**src/inc/gst_pkg.sv**
```systemverilog
// Package of register map, field positions and reset values for the gated 16-bit timer
package gst_pkg;
    // Register byte offsets (AXI4-Lite, one word each)
    localparam logic [4:0] OFF_TIMER_CTRL = 5'h00;
    localparam logic [4:0] OFF_GATE_CTRL  = 5'h04;
    localparam logic [4:0] OFF_COUNT_LOW  = 5'h08;
    localparam logic [4:0] OFF_COUNT_HIGH = 5'h0c;
    localparam logic [4:0] OFF_FLAGS      = 5'h10;
    localparam logic [4:0] OFF_MASK       = 5'h14;
    localparam logic [4:0] OFF_OSC_CTRL   = 5'h18;

    // timer_control_reg fields
    localparam int TC_ON_BIT       = 0;
    localparam int TC_WIDE_BIT     = 1;
    localparam int TC_PRE_LSB      = 4;
    localparam int TC_OSCEN_BIT    = 3;
    localparam int TC_CS_BIT       = 6;
    // gate_control_reg fields
    localparam int GC_POL_BIT      = 6;
    localparam int GC_EN_BIT       = 7;
    localparam int GC_VAL_BIT      = 2;
    // osc_control_two fields
    localparam int OC_FORCE_BIT    = 3;
    localparam int OC_OTHER_LSB    = 0;
    // peripheral_flags_two fields
    localparam int FL_GATE_BIT     = 0;
    localparam int FL_OVF_BIT      = 1;

    localparam logic [7:0] TIMER_CTRL_RST = 8'h00;
    localparam logic [7:0] GATE_CTRL_RST  = 8'h00;
    localparam logic [7:0] OSC_CTRL_RST   = 8'h00;
    localparam logic [1:0] FLAGS_RST      = 2'h0;
    localparam logic [1:0] MASK_RST       = 2'h0;
    localparam logic [15:0] COUNT_RST     = 16'h0000;

    localparam logic [1:0] RESP_OKAY   = 2'b00;
    localparam logic [1:0] RESP_SLVERR = 2'b10;
endpackage

```
**src/inc/gst_count_if.sv**
```systemverilog
// Interface carrying count requests between register front end and counter core
`timescale 1ns/1ps
interface gst_count_if;
    logic        tick;
    logic        wr_low;
    logic        wr_high;
    logic        wide;
    logic [7:0]  wdata;
    logic [15:0] count;
    logic        ovf;
    modport core (input tick, wr_low, wr_high, wide, wdata, output count, ovf);
    modport ctrl (output tick, wr_low, wr_high, wide, wdata, input count, ovf);
endinterface

```
**src/rtl/gst_counter.sv**
```systemverilog
// Counter core: 16-bit count with wide-access write commit
`timescale 1ns/1ps
module gst_counter
(
    // Clock and reset
    input  wire logic aclk,
    input  wire logic aresetn,
    // Control side
    gst_count_if.core cif,
    // Shadow byte for wide writes
    input  wire logic [7:0] shadow
);
    logic [15:0] count;
    logic        ovf;

    assign cif.count = count;
    assign cif.ovf   = ovf;

    always_ff @(posedge aclk)
    begin
        if (!aresetn)
        begin
            count <= gst_pkg::COUNT_RST;
            ovf   <= 1'b0;
        end
        else
        begin
            ovf <= 1'b0;
            if (cif.wr_low)
            begin
                if (cif.wide)
                    count <= {shadow, cif.wdata};
                else
                    count[7:0] <= cif.wdata;
            end
            else if (cif.wr_high && !cif.wide)
                count[15:8] <= cif.wdata;
            else if (cif.tick)
            begin
                count <= count + 16'h0001;
                ovf   <= (count == 16'hffff);
            end
        end
    end
endmodule

```
**src/rtl/gst_timer.sv**
```systemverilog
// Gated 16-bit timer with AXI4-Lite register access
//
// Implementation choices: the AXI4-Lite slave port and the placing of the registers.
`timescale 1ns/1ps
// Functional notes
// - With wide access selected, the high-byte address reaches a shadow byte.
// - In wide mode, reading the low byte copies the live high byte into the shadow.
// - In wide mode, writing the low byte also loads the live high byte from the shadow.
// - In wide mode, high-byte reads and writes touch only the shadow.
// - Writing the low byte clears the prescaler; writing the high byte does not.
// - The secondary oscillator runs when any of four timer enables or the force-on bit is set.
// - With the oscillator selected, count on each rising edge of that oscillator.
// - Gate enable makes counting depend on the gate input; clear means free counting.
// - Polarity 0 counts while gate low, polarity 1 counts while gate high.
// - While the gate permits, count on each rising edge of the selected clock.
// - While the gate blocks, hold the count.
// - Overflow sets a sticky flag that software clears.
// - A gate event sets a sticky flag that software clears.
module gst_timer
(
    // Clock and reset
    input  wire logic        aclk,
    input  wire logic        aresetn,
    // AXI4-Lite write address
    input  wire logic [4:0]  s_axi_awaddr,
    input  wire logic        s_axi_awvalid,
    output logic             s_axi_awready,
    // AXI4-Lite write data
    input  wire logic [31:0] s_axi_wdata,
    input  wire logic [3:0]  s_axi_wstrb,
    input  wire logic        s_axi_wvalid,
    output logic             s_axi_wready,
    // AXI4-Lite write response
    output logic [1:0]       s_axi_bresp,
    output logic             s_axi_bvalid,
    input  wire logic        s_axi_bready,
    // AXI4-Lite read address
    input  wire logic [4:0]  s_axi_araddr,
    input  wire logic        s_axi_arvalid,
    output logic             s_axi_arready,
    // AXI4-Lite read data
    output logic [31:0]      s_axi_rdata,
    output logic [1:0]       s_axi_rresp,
    output logic             s_axi_rvalid,
    input  wire logic        s_axi_rready,
    // Pins
    input  wire logic        gate_input_pin,
    input  wire logic        secondary_oscillator,
    input  wire logic [2:0]  sec_osc_enable_others,
    output logic             sec_osc_run,
    output logic             irq
);
    ////////////////////////////////////////////////////////////////////////////
    // Registers
    logic [7:0]  timer_control_reg;
    logic [7:0]  gate_control_reg;
    logic [7:0]  osc_control_two;
    logic [1:0]  peripheral_flags_two;
    logic [1:0]  irq_mask;
    logic [7:0]  shadow;
    logic [2:0]  prescale;
    logic [1:0]  gate_sync;
    logic [1:0]  osc_sync;
    logic [2:0]  others_s1;
    logic [2:0]  others_s2;
    logic        osc_prev;
    logic        count_en_prev;

    gst_count_if cif ();

    gst_counter u_counter
    (
        .aclk    (aclk),
        .aresetn (aresetn),
        .cif     (cif),
        .shadow  (shadow)
    );

    ////////////////////////////////////////////////////////////////////////////
    // Bus slave: write address and data may arrive in either order
    logic        aw_held;
    logic        w_held;
    logic [4:0]  aw_addr;
    logic [31:0] w_data;
    logic [3:0]  w_strb;
    logic        wr_fire;
    logic        wr_ok;
    logic        rd_fire;

    assign s_axi_awready = !aw_held && !s_axi_bvalid;
    assign s_axi_wready  = !w_held && !s_axi_bvalid;
    assign wr_fire       = aw_held && w_held && !s_axi_bvalid;
    assign s_axi_arready = !s_axi_rvalid;
    assign rd_fire       = s_axi_arvalid && s_axi_arready;
    assign wr_ok         = (aw_addr <= gst_pkg::OFF_OSC_CTRL) && (aw_addr[1:0] == 2'b00);

    always_ff @(posedge aclk)
    begin
        if (!aresetn)
        begin
            aw_held <= 1'b0;
            w_held  <= 1'b0;
            aw_addr <= 5'h00;
            w_data  <= 32'h0000_0000;
            w_strb  <= 4'h0;
        end
        else
        begin
            if (s_axi_awvalid && s_axi_awready)
            begin
                aw_held <= 1'b1;
                aw_addr <= s_axi_awaddr;
            end
            else if (wr_fire)
                aw_held <= 1'b0;
            if (s_axi_wvalid && s_axi_wready)
            begin
                w_held <= 1'b1;
                w_data <= s_axi_wdata;
                w_strb <= s_axi_wstrb;
            end
            else if (wr_fire)
                w_held <= 1'b0;
        end
    end

    always_ff @(posedge aclk)
    begin
        if (!aresetn)
        begin
            s_axi_bvalid <= 1'b0;
            s_axi_bresp  <= gst_pkg::RESP_OKAY;
        end
        else if (wr_fire)
        begin
            s_axi_bvalid <= 1'b1;
            s_axi_bresp  <= wr_ok ? gst_pkg::RESP_OKAY : gst_pkg::RESP_SLVERR;
        end
        else if (s_axi_bready)
            s_axi_bvalid <= 1'b0;
    end

    // Byte lane 0 carries every register; upper lanes are ignored
    logic we;
    assign we = wr_fire && wr_ok && w_strb[0];

    ////////////////////////////////////////////////////////////////////////////
    // Control registers
    always_ff @(posedge aclk)
    begin
        if (!aresetn)
        begin
            timer_control_reg <= gst_pkg::TIMER_CTRL_RST;
            gate_control_reg  <= gst_pkg::GATE_CTRL_RST;
            osc_control_two   <= gst_pkg::OSC_CTRL_RST;
            irq_mask          <= gst_pkg::MASK_RST;
        end
        else if (we)
        begin
            case (aw_addr)
                gst_pkg::OFF_TIMER_CTRL: timer_control_reg <= w_data[7:0];
                gst_pkg::OFF_GATE_CTRL:  gate_control_reg  <= w_data[7:0];
                gst_pkg::OFF_OSC_CTRL:   osc_control_two   <= w_data[7:0];
                gst_pkg::OFF_MASK:       irq_mask          <= w_data[1:0];
                default:                 irq_mask          <= irq_mask;
            endcase
        end
    end

    logic wide;
    logic wr_low;
    logic wr_high;
    logic rd_low;
    assign wide    = timer_control_reg[gst_pkg::TC_WIDE_BIT];
    assign wr_low  = we && (aw_addr == gst_pkg::OFF_COUNT_LOW);
    assign wr_high = we && (aw_addr == gst_pkg::OFF_COUNT_HIGH);
    assign rd_low  = rd_fire && (s_axi_araddr == gst_pkg::OFF_COUNT_LOW);

    // Shadow byte: captured on low-byte read, written at the high address
    always_ff @(posedge aclk)
    begin
        if (!aresetn)
            shadow <= 8'h00;
        else if (wide && wr_high)
            shadow <= w_data[7:0];
        else if (wide && rd_low)
            shadow <= cif.count[15:8];
    end

    ////////////////////////////////////////////////////////////////////////////
    // Pin synchronisers
    always_ff @(posedge aclk)
    begin
        if (!aresetn)
        begin
            gate_sync <= 2'b00;
            osc_sync  <= 2'b00;
            others_s1 <= 3'h0;
            others_s2 <= 3'h0;
        end
        else
        begin
            gate_sync <= {gate_sync[0], gate_input_pin};
            osc_sync  <= {osc_sync[0], secondary_oscillator};
            others_s1 <= sec_osc_enable_others;
            others_s2 <= others_s1;
        end
    end

    // Oscillator runs if any timer enable or the force-on bit asks for it
    assign sec_osc_run = timer_control_reg[gst_pkg::TC_OSCEN_BIT] | (|others_s2)
                       | osc_control_two[gst_pkg::OC_FORCE_BIT];

    ////////////////////////////////////////////////////////////////////////////
    // Count source and gate
    logic osc_rise;
    logic src_edge;
    logic gate_open;
    logic count_en;
    logic [2:0] pre_sel;
    logic pre_hit;

    assign osc_rise  = osc_sync[1] && !osc_prev;
    // Secondary oscillator only counts while it is running
    assign src_edge  = timer_control_reg[gst_pkg::TC_CS_BIT] ? (osc_rise && sec_osc_run)
                                                             : 1'b1;
    // Gate is ignored when the enable is clear
    assign gate_open = !gate_control_reg[gst_pkg::GC_EN_BIT]
                     || (gate_sync[1] == gate_control_reg[gst_pkg::GC_POL_BIT]);
    assign count_en  = timer_control_reg[gst_pkg::TC_ON_BIT] && gate_open;
    assign pre_sel   = {1'b0, timer_control_reg[gst_pkg::TC_PRE_LSB +: 2]};
    assign pre_hit   = ((prescale + 3'h1) & ((3'h1 << pre_sel[1:0]) - 3'h1)) == 3'h0;

    always_ff @(posedge aclk)
    begin
        if (!aresetn)
        begin
            osc_prev  <= 1'b0;
        end
        else
        begin
            osc_prev  <= osc_sync[1];
        end
    end

    // Prescaler divides by 1, 2, 4 or 8; low-byte write restarts it
    always_ff @(posedge aclk)
    begin
        if (!aresetn)
            prescale <= 3'h0;
        else if (wr_low)
            prescale <= 3'h0;
        else if (count_en && src_edge)
            prescale <= prescale + 3'h1;
    end

    assign cif.tick    = count_en && src_edge && pre_hit;
    assign cif.wr_low  = wr_low;
    assign cif.wr_high = wr_high;
    assign cif.wide    = wide;
    assign cif.wdata   = w_data[7:0];

    ////////////////////////////////////////////////////////////////////////////
    // Sticky flags and interrupt; set wins over write-zero clear
    logic gate_event;
    always_ff @(posedge aclk)
    begin
        if (!aresetn)
            count_en_prev <= 1'b0;
        else
            count_en_prev <= gate_control_reg[gst_pkg::GC_EN_BIT] && gate_open;
    end
    // Gate window closing is the gate event
    assign gate_event = count_en_prev && !(gate_control_reg[gst_pkg::GC_EN_BIT] && gate_open);

    always_ff @(posedge aclk)
    begin
        if (!aresetn)
            peripheral_flags_two <= gst_pkg::FLAGS_RST;
        else
        begin
            if (we && aw_addr == gst_pkg::OFF_FLAGS)
                peripheral_flags_two <= peripheral_flags_two & w_data[1:0];
            if (cif.ovf)
                peripheral_flags_two[gst_pkg::FL_OVF_BIT] <= 1'b1;
            if (gate_event)
                peripheral_flags_two[gst_pkg::FL_GATE_BIT] <= 1'b1;
        end
    end

    assign irq = |(peripheral_flags_two & irq_mask);

    ////////////////////////////////////////////////////////////////////////////
    // Read path
    logic [7:0] rd_val;
    logic       rd_ok;
    always_comb
    begin
        rd_val = 8'h00;
        rd_ok  = 1'b1;
        case (s_axi_araddr)
            gst_pkg::OFF_TIMER_CTRL: rd_val = timer_control_reg;
            gst_pkg::OFF_GATE_CTRL:  rd_val = {gate_control_reg[7:3], gate_sync[1],
                                               gate_control_reg[1:0]};
            gst_pkg::OFF_COUNT_LOW:  rd_val = cif.count[7:0];
            gst_pkg::OFF_COUNT_HIGH: rd_val = wide ? shadow : cif.count[15:8];
            gst_pkg::OFF_FLAGS:      rd_val = {6'h00, peripheral_flags_two};
            gst_pkg::OFF_MASK:       rd_val = {6'h00, irq_mask};
            gst_pkg::OFF_OSC_CTRL:   rd_val = osc_control_two;
            default:                 rd_ok  = 1'b0;
        endcase
    end

    always_ff @(posedge aclk)
    begin
        if (!aresetn)
        begin
            s_axi_rvalid <= 1'b0;
            s_axi_rdata  <= 32'h0000_0000;
            s_axi_rresp  <= gst_pkg::RESP_OKAY;
        end
        else if (rd_fire)
        begin
            s_axi_rvalid <= 1'b1;
            s_axi_rdata  <= {24'h000000, rd_val};
            s_axi_rresp  <= rd_ok ? gst_pkg::RESP_OKAY : gst_pkg::RESP_SLVERR;
        end
        else if (s_axi_rready)
            s_axi_rvalid <= 1'b0;
    end
endmodule

```
**config.mk**
```make
export PLATFORM = sky130hd
export DESIGN_NAME = gst_timer
export DESIGN_NICKNAME = d
export VERILOG_FILES = /design/src/inc/gst_pkg.sv /design/src/inc/gst_count_if.sv /design/src/rtl/gst_counter.sv /design/src/rtl/gst_timer.sv
export SDC_FILE = /design/constraint.sdc
export NUM_CORES = 1
export LEC_CHECK = 0
export ABC_AREA = 1
export BUFFER_PORTS_ARGS = -buffer_cell sky130_fd_sc_hd__buf_2
export CORE_ASPECT_RATIO = 0.9
export CORE_MARGIN = 10
export CORE_UTILIZATION = 40
export DETAILED_ROUTE_END_ITERATION = 8
export HOLD_SLACK_MARGIN = 0.1
export PLACE_DENSITY_LB_ADDON = 0.25
export SYNTH_ARGS = -nofsm -noshare
export SYNTH_HDL_FRONTEND = slang
export SYNTH_SLANG_ARGS = --single-unit
export TNS_END_PERCENT = 5
```
**constraint.sdc**
```tcl
create_clock -name aclk -period 1.9 [get_ports aclk]
set_input_delay 0.095 -clock aclk [delete_from_list [all_inputs] [get_ports aclk]]
set_output_delay 0.095 -clock aclk [all_outputs]
set_load 0.02 [all_outputs]
```
**After elaboration in Yosys (flattened, before gate mapping)**

Index checks and enable logic that the tools add are counted.

- Add/subtract/negate cells: 3
- Multiply operators: 0
- Div/mod/pow operators: 0
- Magnitude comparators: 1
- Eq/ne operators: 15
- Shift operators: 1
- Mux-type cells: 22
- Bitwise logic cells: 7
- Reductions and logical operators: 56

Operators with widths:

| kind | count |
|---|---|
| one-hot mux 8 bit (7 select lines) | 1 |
| two-way mux 8 bit | 5 |
| two-way mux 16 bit | 2 |
| equality test 5 bit (second input constant) | 6 |
| logical AND 1 bit | 24 |
| equality test 5 x 4 -> 1 bit (second input constant) | 4 |
| adder 16 x 1 -> 16 bit (second input constant) | 1 |
| equality test 16 bit (second input constant) | 1 |
| nonzero test 2 bit | 8 |
| two-way mux 1 bit | 11 |
| equality test 5 x 3 -> 1 bit (second input constant) | 2 |
| zero test 5 bit | 2 |
| AND reduction 2 bit | 5 |
| zero test 1 bit | 8 |
| OR reduction 7 bit | 1 |
| two-way mux 2 bit | 3 |
| less-or-equal comparator 5 bit (second input constant) | 1 |
| bitwise AND 2 bit | 2 |
| OR reduction 2 bit | 2 |
| OR reduction 4 bit | 1 |
| adder 3 x 1 -> 3 bit (second input constant) | 1 |
| bitwise AND 3 bit | 1 |
| zero test 3 bit | 1 |
| nonzero test 3 bit | 1 |
| other kinds (9) | 11 |

- Register bits after elaboration: 98
- Latch bits: 0
- RAM bits: 0
- Memory bits (read-only): 0
- Output and inout bits: 43
- Logic and storage cells: 132
- Memories: 0

**Logic depth before layout (Yosys ltp)**

Gate-level depths: netlist (run 1).

- Word-level depth: 10
- Mapped depth: 12
- Mapped depth without buffers: 11

**Hierarchy**

A second synthesis (run 1) with hierarchy kept.

- Cell total of the unflattened synthesis: 761
- Area, all modules: 5,114.9 sq um

By module, submodules not included:

| module | times used | cells an instance | area an instance (sq um) | sequential area each (sq um) |
|---|---|---|---|---|
| gst_timer | 1 | 550 | 3,837.4 | 1,561.5 |
| gst_counter | 1 | 211 | 1,277.5 | 340.3 |

**Worst setup path before layout (run 1)**

No wires, ideal clock.

- Path kind: reg-to-reg
- From: reg s_axi_bvalid
- To: reg u_counter.count[6], in the netlist u_counter.cif.count[6]
- Library setup time: 132 ps
- Arrival: 1,467 ps
- Required time: 1,768 ps
- Setup slack: 301 ps
- Stages on the path, launching flop included: 10
- Path buffers: 1
- Cell sequence: dfxtp_1 nor2_4 nand3_2 nor2_4 nand2_4 buf_6 nand2_2 nand2_1 nand2_1 a21oi_1

- Cells in the longest elaborated chain, start to end: 8
- Elaborated cells on any way between the ends: 11
- Those cells by class: eq/ne (1); mux (1); reduce/logical (9)

Ends and longest elaborated chain:

| what | RTL line | text |
|---|---|---|
| start, declared | gst_timer.sv:35 | `output logic s_axi_bvalid,` |
| start signal, assigned | gst_timer.sv:131 | `s_axi_bvalid <= 1'b0;` |
| start signal, assigned | gst_timer.sv:136 | `s_axi_bvalid <= 1'b1;` |
| start signal, assigned | gst_timer.sv:140 | `s_axi_bvalid <= 1'b0;` |
| zero test 1 bit * | gst_timer.sv:92 | `assign wr_fire = aw_held && w_held && !s_axi_bvalid;` |
| logical AND 1 bit * | gst_timer.sv:92 |  |
| logical AND 1 bit * (2 in series) | gst_timer.sv:145 | `assign we = wr_fire && wr_ok && w_strb[0];` |
| logical AND 1 bit | gst_timer.sv:176 | `assign wr_high = we && (aw_addr == gst_pkg::OFF_COUNT_HIGH);` |
| logical AND 1 bit | gst_counter.sv:36 | `else if (cif.wr_high && !cif.wide)` |
| != test 2 bit (no line) | n/a |  |
| AND reduction 2 bit (no line) | n/a |  |
| end signal, assigned | gst_counter.sv:32 | `count <= {shadow, cif.wdata};` |
| end signal, assigned | gst_counter.sv:34 | `count[7:0] <= cif.wdata;` |
| end signal, assigned | gst_counter.sv:40 | `count <= count + 16'h0001;` |
| end, declared | gst_counter.sv:13 | `logic [15:0] count;` |

Mark *: on every way between the ends. The rest lies on a longest branch, timed or not.
A chain may end at the register's enable or synchronous reset.

**Worst setup path in the final report (run 1)**

- From: reg prescale[0]
- To: reg u_counter.count[5], in the netlist u_counter.cif.count[5]

- Cells in the longest elaborated chain, start to end: 6

Ends and longest elaborated chain:

| what | RTL line | text |
|---|---|---|
| start, declared | gst_timer.sv:61 | `logic [2:0] prescale;` |
| start signal, assigned | gst_timer.sv:254 | `prescale <= prescale + 3'h1;` |
| adder 3 x 1 -> 3 bit | gst_timer.sv:232 | `assign pre_hit = ((prescale + 3'h1) & ((3'h1 << pre_sel[1:0]) - 3'h1)) == 3'h0;` |
| bitwise AND 3 bit | gst_timer.sv:232 |  |
| zero test 3 bit | gst_timer.sv:232 |  |
| logical AND 1 bit | gst_timer.sv:257 | `assign cif.tick = count_en && src_edge && pre_hit;` |
| nonzero test 2 bit (no line) | n/a |  |
| AND reduction 2 bit (no line) | n/a |  |

Every way passes these cells.

==> summary.txt, run 1 <==
Timing
  • Final hold viol count: 0
  • Final Skew: slightly above 4 ps
  • Fin Hold WS: 126 ps
  • Worst slew margin: 0.272
  • Fmax: 566 MHz
  • Endpoints failing setup: 0
  • Setup tns final: 0 ps
  • Clock period minus worst slack: 1770 ps
  • Unrepaired setup endpoints after global routing: no
  • Pin slew with the least headroom to its limit: approximately 1100 ps
  • Final period util: 0.929
  • Final Max Tran Viols: 0

Worst setup path
  • Worst path required time: 2160 ps
  • CP bufs+invs: 2
  • Critical path's top delay family: simple AND/OR/NAND/NOR gates
  • Reg-to-reg setup timing slack: 130 ps
  • Slowest cell on crit path: dfxtp_1
  • R2R depth: 9
  • Max Fanout on Critical Path: 8
  • Critical path class: reg -> reg
  • CP Data Arrival Time: 2020 ps
  • CP Cell Sequence: ha_1 -> inv_1 -> o21ai_0 -> nor2_1 -> nand3_2 -> nand2_2 -> buf_4 -> nand3_1 -> a21oi_1
  • Crit end category: flop
  • Max stage delay on crit path: 330 ps
  • Setup crit start kind: flop
  • Reg2reg end: u_counter.cif.count[5]
  • R2R Path Start: prescale[0]

CTS
  • Clock latency on the worst-skew pair: 350 ps
  • Root buffer cell: clkbuf_16
  • Clock-pin slew on the worst setup and hold paths: roughly 70 ps
  • CTS tree: done
  • # H-tree levels: 3
  • Maximum root-to-sink buffer count: 2
  • Clock Sinks: 95
  • TritonCTS Buffers: 9

Routing
  • DR iter-0 viols: 453
  • Routed WL per cell: 15.4 um
  • Amount of wire on met2 after detailed routing: between 6 and 7 mm
  • Length of routed wiring on met1: 6.67 mm
  • Final ANT Viol Nets: 0
  • Vias/cell: 5.10
  • DRT Wirelength: roughly 14 mm
  • Drt pass-1 iters: 5
  • Residual DRC: 0
  • Max Used Layer: met4
  • Via count: roughly 4700
  • Met3 wire length: ~1.2 mm

Global route
  • All-layer global routing usage: 0.168
  • Largest net degree at the start of global routing: 42
  • Global route overflow: 0
  • Antenna violations before repair: 0
  • First-pass GRT wire length: approximately 23 mm
  • Vias in the first global route: 4365

Cells and area
  • Nets: 826
  • Filler Cells Inserted: about 1200
  • Antenna diode count: 0
  • Layout cell share with drive strength beyond 1: 0.148
  • Area Overhead vs Synth: 18.9%
  • Largest register FFs: 16
  • Top reg by flops: u_counter.cif.count

Outcome
  • Status: finished clean

Floorplan
  • Top-level port count: 101
  • Core area: 11600 um2
  • Die Height: 124 um
  • Die area: 16800 um2
  • Die X-Extent: ~140 um
  • Initial Util: 0.414
  • # rows: 37

Pwr
  • Maximum vdd drop: approximately 0.52 mV
  • Leakage power: 2.44 nW
  • P per Cell Area: 782 nW/um2

Logic synthesis
  • Mean Syn Cell Area: 6.92 um2
  • Synth cell count leaders: 154 x nand2_1, 95 x dfxtp_1, 77 x inv_1, 74 x o21ai_0, 61 x a21oi_1
  • Top cells by area, synth: dfxtp_1 40%, nand2_1 12%, o21ai_0 7.7%
  • Synth top area share: 0.395
  • Synth cell types: 37
  • Yosys top cell by area: dfxtp_1
  • Cells after Synth: 695
  • Most common cell in the netlist: nand2_1
  • Yosys warns: 0
  • #FFs+latches synth: 95
  • Cell Area, Synth: 4810 um2
  • Post-synth EDFFs: 0
  • Sequential share of the synthesized area: 0.395
  • Ys async rst share: 0
  • Dominant synthesized flop cell: dfxtp_1

Worst hold path
  • HP Class: in -> reg
  • Hold path endpoint: osc_control_two[7]
  • Hold Path Stages: 3
  • Min-delay src: aresetn

Placement
  • Placed wire-length estimate: 10.6 mm
  • Buffers on Ports: between 40 and 50
  • Final RePlAce weighted congestion: 0.935

Flow run
  • Number of max-cap violations: 0
metrics by stage:
step                instances  setup slack [ps]  power, mW  utilization  area [um2]
floorplan                 720               301       2.40            -        4910
detailed placement        888              56.5       2.48        0.441        5120
global route              927              17.3       4.64        0.492        5720
CTS                       925              43.9       4.50        0.487        5660
global placement          888               100       2.47        0.441        5120
finish                    927               134       4.47        0.492        5720
where the power goes:
group	internal (mW)	switching (mW)	leakage (nW)
Combinational	0.118	0.257	1.51
Sequential	2.04	0.0577	0.772
Clock	1.20	0.802	0.163
Total	3.36	1.12	2.44
cell type report:
class	instances	area [um2]	share of cell area
Timing Repair Buffer	85	577	0.101
Tap cell	156	195	0.0341
Clock buffer	10	239	0.0418
Inverter	79	297	0.0518
Clock inverter	6	91.3	0.0160
Multi-Input combinational cell	496	2420	0.423
Sequential cell	95	1900	0.333
routing by layer:
metal	track usage	up-vias
li1	-	2361
met4	0.0397	0
met3	0.0479	16
met5	0	-
met2	0.256	196
met1	0.230	2151
kinds of logic (layout without fill, tap and decap cells):
group | Yosys count | in the layout | share of synthesized area
AO/OA/AOI/OAI | 162 | 162 | 0.182
XOR/XNOR | 12 | 12 | 0.0218
adder cells (fa/ha/maj) | 2 | 2 | 0.00520
buffers and inverters | 129 | 180 | 0.129
flip-flops | 95 | 95 | 0.395
other | 1 | 26 | 0.000779
AND/OR/NAND/NOR | 294 | 294 | 0.266
worst max path at each step:
stage | start | endpoint | slack (ps) | depth (start not counted)
global placement | u_counter.cif.count[1] | u_counter.cif.ovf | 100 | 7
CTS | prescale[0] | u_counter.cif.count[8] | 40 | 8
global route | prescale[0] | u_counter.cif.count[3] | 20 | 9
finish | prescale[0] | u_counter.cif.count[5] | 130 | 9
detailed placement | prescale[0] | u_counter.cif.count[8] | 60 | 8
floorplan | s_axi_bvalid | u_counter.cif.count[6] | 300 | 9
repair_timing:
action	CTS	global route
hold buffers	21	0
setup buffers	0	2
hold endpoints to repair	21	0
gates resized for setup	0	14
endpoints found under the setup margin	0	23
worst min-delay path, delay by kind of cell:
kind | cells | cell delay (ps)
buf+inv | 1 | 190
compound gates | 2 | 140
cells in the final DEF (no fill, tap or decap), types with 6 or more instances in the layout:
| master | synthesis | layout |
|---|---|---|
| o21ai_0 | 74 | 74 |
| inv_2 | 2 | 6 |
| buf_4 | 29 | 16 |
| nand2_1 | 154 | 153 |
| inv_1 | 77 | 73 |
| xor2_1 | 10 | 10 |
| o21ai_2 | 8 | 8 |
| nand3_1 | 59 | 57 |
| conb_1 | 1 | 26 |
| a31oi_1 | 7 | 7 |
| a21oi_1 | 61 | 61 |
| nor3_1 | 7 | 6 |
| clkbuf_16 | 0 | 9 |
| buf_2 | 4 | 47 |
| dlygate4sd3_1 | 0 | 21 |
| nor2_1 | 56 | 55 |
| dfxtp_1 | 95 | 93 |
Power figures use the tool's default switching activity.
==> run 2: changes to the inputs <==
ABC_AREA = unset   (was 1)
==> summary.txt, run 2 <==
Outcome
  • Status: finished clean

Placement
  • Placed wire-length estimate: 9.61 mm
  • Buffers on Ports: 47
  • Final RePlAce weighted congestion: 0.909

Cells and area
  • Area Overhead vs Synth: 20.8%
  • Top reg by flops: u_counter.cif.count
  • Most frequent cells in the layout: 95 x dfxtp_1, 74 x nor2_1, 55 x mux2i_1, 49 x nand2_1, 47 x buf_2
  • Antenna diode count: 0
  • Layout cell share with drive strength beyond 1: 0.197
  • Nets: a little under 700
  • Commonest non-fill, non-tap cell in the layout: dfxtp_1
  • Largest register FFs: 16

Global route
  • Vias in the first global route: between 3000 and 4000
  • Global route overflow: 0
  • Largest net degree at the start of global routing: 30
  • All-layer global routing usage: 0.159
  • First-pass GRT wire length: 21.0 mm
  • Antenna violations before repair: 0

Timing
  • Clock period minus worst slack: 1870 ps
  • Unrepaired setup endpoints after global routing: yes
  • Worst slew margin: 0.422
  • Final Skew: about 12 ps
  • Fmax: 534 MHz
  • Final hold viol count: 0
  • Endpoints failing setup: 0
  • Setup tns final: 0 ps
  • Pin slew with the least headroom to its limit: between 800 and 900 ps
  • Fin Hold WS: 174 ps
  • Final period util: 0.986
  • Final Max Tran Viols: 0

Routing
  • Routed WL per cell: 16.9 um
  • Drt pass-1 iters: 5
  • Vias/cell: 5.26
  • Via count: about 4200
  • DR iter-0 viols: 311
  • DRT Wirelength: roughly 13 mm
  • Residual DRC: 0
  • Final ANT Viol Nets: 0

Logic synthesis
  • Sequential share of the synthesized area: 0.401
  • Top cells by area, synth: dfxtp_1 40%, mux2i_1 12%, nor2_1 5.9%
  • Synth top area share: 0.401
  • Simple-gate share of the synthesized area: 0.213
  • Post-synth EDFFs: 0
  • Dominant synthesized flop cell: dfxtp_1
  • #FFs+latches synth: 95
  • Yosys warns: 0
  • Combinational family with the most area after synthesis: simple AND/OR/NAND/NOR gates
  • Cells after Synth: 553
  • Post-synthesis adder-cell area fraction: 0.00527
  • Yosys top cell by area: dfxtp_1
  • Synth cell types: 53
  • Mux share of post-synthesis cell area: 0.140
  • Ys async rst share: 0
  • Synth Area in Compound Gates: 0.139
  • Synth cell count leaders: 95 x dfxtp_1, 75 x nor2_1, 55 x mux2i_1, 50 x nand2_1, 43 x a21oi_1
  • XOR/XNOR Fraction of Synth Area: 0.0203
  • Cell Area, Synth: 4750 um2
  • Mean Syn Cell Area: 8.58 um2
  • Most common cell in the netlist: dfxtp_1

Floorplan
  • Die Height: 123 um
  • Core area: 11500 um2
  • Die X-Extent: between 100 and 150 um
  • Top-level port count: 101
  • Initial Util: 0.412
  • # rows: 37
  • Die area: around 17000 um2

CTS
  • Maximum root-to-sink buffer count: 2
  • Root buffer cell: clkbuf_16
  • # Post-CTS Setup Buffers: 0
  • Clock-pin slew on the worst setup and hold paths: 70 ps
  • # H-tree levels: 3
  • CTS tree: done
  • Clock latency on the worst-skew pair: 350 ps
  • TritonCTS Buffers: 9
  • Clock Sinks: 95

Worst setup path
  • Setup crit start kind: flop
  • CP Data Arrival Time: around 2200 ps
  • Max stage delay on crit path: 320 ps
  • Max Fanout on Critical Path: 12
  • Critical path class: reg -> reg
  • CP bufs+invs: 1
  • Critical path's top delay family: compound AO/OA/AOI/OAI gates
  • Worst path required time: ~2200 ps
  • Crit end category: flop
  • CP Cell Sequence: ha_1 -> xnor2_1 -> o221a_2 -> nand4_1 -> buf_6 -> or3_1 -> a21o_1 -> a21oi_1
  • Slowest cell on crit path: dfxtp_1

Pwr
  • Maximum vdd drop: 0.405 mV
  • P per Cell Area: around 740 nW/um2
  • Leakage power: 2.29 nW

Flow run
  • Number of max-cap violations: 0

Worst hold path
  • HP Class: in -> reg
[run 2: cell types whose count changed in the layout (fill, tap and decap cells not counted), moves of 18 or more]
cell / delta
nor2_1: +19
o21ai_0: -57
nand3_1: -45
mux2i_1: +55
inv_1: -67
a21oi_1: -18
nand2_1: -104
[run 2: path summary, 6_finish.rpt]
| path | slack, ps | depth (start not counted) | to | start |
|---|---|---|---|---|
| worst min-delay path | 170 | 3 | s_axi_rdata[2] | aresetn |
| worst min register to register | 430 | 1 | others_s2[0] | others_s1[0] |
| worst max register to register | 30 | 8 | u_counter.cif.count[8] | prescale[0] |
| worst max-delay path | 30 | 8 | u_counter.cif.count[8] | prescale[0] |
[run 2: layout make-up]
type,instances,area [um2]
Multi-Input combinational cell,413,2560
Fill cell,1113,5790
Inverter,7,26.3
Clock inverter,6,50.0
Clock buffer,10,239
Timing Repair Buffer,104,757
Sequential cell,95,1900
Tap cell,156,195
[run 2: worst reg2reg max path, stage by stage, from the launching register on]
cell,delay [ps]
dfxtp_1,320
ha_1,220
xnor2_1,140
o221a_2,210
nand4_1,130
buf_6,190
or3_1,310
a21o_1,180
a21oi_1,110
[run 2: where the power goes]
part | internal, mW | switching [mW] | total (mW)
registers | 2.03 | 0.0404 | 2.07
logic | 0.154 | 0.254 | 0.408
clock network | 0.942 | 0.822 | 1.76
[run 2: timing repair]
action | CTS | global route
gates resized for setup | 0 | 4
endpoints found under the setup margin | 0 | 15
hold buffers | 21 | 0
endpoints found under the hold margin | 21 | 0
[run 2: logic make-up (layout without fill, tap and decap cells)]
group                      count (synthesis)  in the layout
other                                      1             26
DFF                                       95             95
adders and majority gates                  2              2
buffers and inverters                     70            127
muxes                                     63             63
and+or+nand+nor                          203            203
AOI/OAI and AO/OA                        108            108
xor gates and xnor gates                  11             11
[run 2: stage by stage]
stage | total power, mW | util | area (um2) | worst slack [ps] | instances
floorplan | 2.38 | - | 4840 | 62.7 | 578
global placement | 2.48 | 0.453 | 5230 | 68.2 | 754
detailed placement | 2.48 | 0.453 | 5230 | 15.7 | 754
CTS | 4.27 | 0.497 | 5720 | 3.93 | 791
global route | 4.41 | 0.497 | 5730 | -50.0 | 791
finish | 4.24 | 0.497 | 5730 | 26.6 | 791
[run 2: per-layer routing]
metal	up-vias	GRT usage	routed length [um]
li1	2041	-	-
met1	1964	0.203	6000
met2	140	0.252	6180
met3	19	0.0353	948
met4	0	0.0686	237
met5	-	0	0
==> run 3: changes to the inputs <==
CORE_UTILIZATION = 50   (was 40)
CTS_CLUSTER_SIZE = 20   (was unset)
SKIP_CTS_REPAIR_TIMING = 1   (was unset)
==> summary.txt, run 3 (synthesis results as in run 2) <==
Outcome
  • Status: finished clean

Cells and area
  • Most frequent cells in the layout: 94 x dfxtp_1, 75 x nor2_1, 55 x mux2i_1, 50 x nand2_1, 47 x buf_2
  • Top reg by flops: u_counter.cif.count
  • Nets: 696
  • Filler Cells Inserted: 777
  • Antenna diode count: 0
  • Footprint of the multi-input gates: ~2600 um2
  • Flip-flop and latch area: 1900 um2
  • Final Instance Count excl. Fillers: 763
  • Area Overhead vs Synth: 19.0%
  • Layout cell share with drive strength beyond 1: 0.209
  • Largest register FFs: 16
  • Commonest non-fill, non-tap cell in the layout: dfxtp_1
  • Final core occ: 0.614

Routing
  • Met3 wire length: 1.15 mm
  • DR iter-0 viols: approximately 340
  • Routed WL per cell: 16.8 um
  • Via count: 4229
  • Vias/cell: ~5.5
  • Residual DRC: 0
  • DRT Wirelength: 12.8 mm
  • Final ANT Viol Nets: 0
  • Drt pass-1 iters: 5
  • Length of routed wiring on met1: 5.51 mm
  • Max Used Layer: met4
  • Amount of wire on met2 after detailed routing: slightly above 6 mm

Timing
  • Fin Hold WS: 170 ps
  • Pin slew with the least headroom to its limit: 943 ps
  • Final Max Tran Viols: 0
  • Fmax: ~530 MHz
  • Setup tns final: 0 ps
  • Clock period minus worst slack: between 1500 and 2000 ps
  • Worst slew margin: 0.366
  • Final Skew: 8.93 ps
  • Endpoints failing setup: 0
  • Final hold viol count: 0
  • Final period util: 0.987
  • Unrepaired setup endpoints after global routing: yes

Placement
  • Final RePlAce weighted congestion: 0.924
  • Buffers on Ports: 47
  • Post-Place Cells: 725
  • Placed wire-length estimate: 9.32 mm

Worst setup path
  • Max Fanout on Critical Path: 12
  • Worst path required time: around 2200 ps
  • Setup crit start kind: flop
  • CP Data Arrival Time: 2180 ps
  • Crit end category: flop
  • Critical path class: reg -> reg

Pwr
  • Pint: between 2 and 3 mW
  • Clock power share: 0.353
  • P per Cell Area: 676 nW/um2
  • Fraction of power spent switching nets: 0.285
  • NetSw: 1.09 mW
  • Register share of total power: 0.542
  • Comb pwr share: 0.105
  • Leakage power: 2.28 nW
  • Maximum vdd drop: approximately 0.53 mV

Flow run
  • Number of max-cap violations: 0

Global route
  • All-layer global routing usage: 0.180
  • Vias in the first global route: 3976
  • Global route overflow: 0
  • Antenna violations before repair: 0
  • First-pass GRT wire length: 20.2 mm
  • Largest net degree at the start of global routing: 34

CTS
  • TritonCTS Buffers: 9
  • Clock Sinks: 95
  • Clock latency on the worst-skew pair: 370 ps
  • Maximum root-to-sink buffer count: 2
  • CTS tree: done
  • Root buffer cell: clkbuf_8
  • # H-tree levels: 3
  • Clock-pin slew on the worst setup and hold paths: roughly 100 ps

Floorplan
  • Core area: 9210 um2
  • Die X-Extent: 123 um
  • Top-level port count: 101
  • Die Height: 112 um
  • # rows: 33
  • Die area: between 10000 and 15000 um2
  • Initial Util: 0.516

Worst hold path
  • HP Class: in -> reg
## run 3: cell types whose count changed in the layout (fill, tap and decap cells not counted), sizes merged
| cell | previous run | this run |
|---|---|---|
| buf | 83 | 89 |
| clkinvlp | 1 | 0 |
| inv | 10 | 11 |
## run 3: worst paths after layout
path         depth (start not counted)        start  slack, ps                endpoint
max                                  8  prescale[0]         30  u_counter.cif.count[8]
min                                  4      aresetn        170  u_counter.cif.count[0]
min reg2reg                          1  osc_sync[0]        440             osc_sync[1]
max reg2reg                          8  prescale[0]         30  u_counter.cif.count[8]
## run 3: power by group through the flow
stage | Sequential (mW) | Combinational, mW | Clock, mW
after global placement | 2.11 | 0.352 | 0
after floorplan | 2.11 | 0.274 | 0
after CTS | 2.07 | 0.359 | 1.37
final | 2.07 | 0.400 | 1.35
after detailed placement | 2.12 | 0.358 | 0
after global routing | 2.08 | 0.437 | 1.43
## run 3: cell type report
type                    count  share of cell area
multi-input cells         413               0.457
flip-flops and latches     95               0.337
repair buffers            110               0.140
well taps                 122              0.0270
clock buffers              10              0.0244
clock inverters             6              0.0106
inverters                   7             0.00465
## run 3: per-stage QoR
step | instance area [um2] | total power, mW | setup slack, ps
6_report | 5650 | 3.82 | 25.6
5_1_grt | 5650 | 3.95 | -76.1
4_1_cts | 5410 | 3.80 | -8.16
3_5_place_dp | 5210 | 2.47 | 21.8
3_3_place_gp | 5210 | 2.47 | 86.7
2_1_floorplan | 4840 | 2.38 | 62.7
## run 3: routing by layer
metal,vias up,track usage
li1,2054,-
met1,1973,0.238
met2,190,0.291
met3,12,0.0406
met4,0,0.0424
met5,-,0
## run 3: critical path, cell delays in order (launching register included)
cell,delay [ps]
dfxtp_1,330
ha_1,230
xnor2_1,150
o221a_2,210
nand4_1,110
buf_6,180
or3_1,310
a21o_1,190
a21oi_2,100
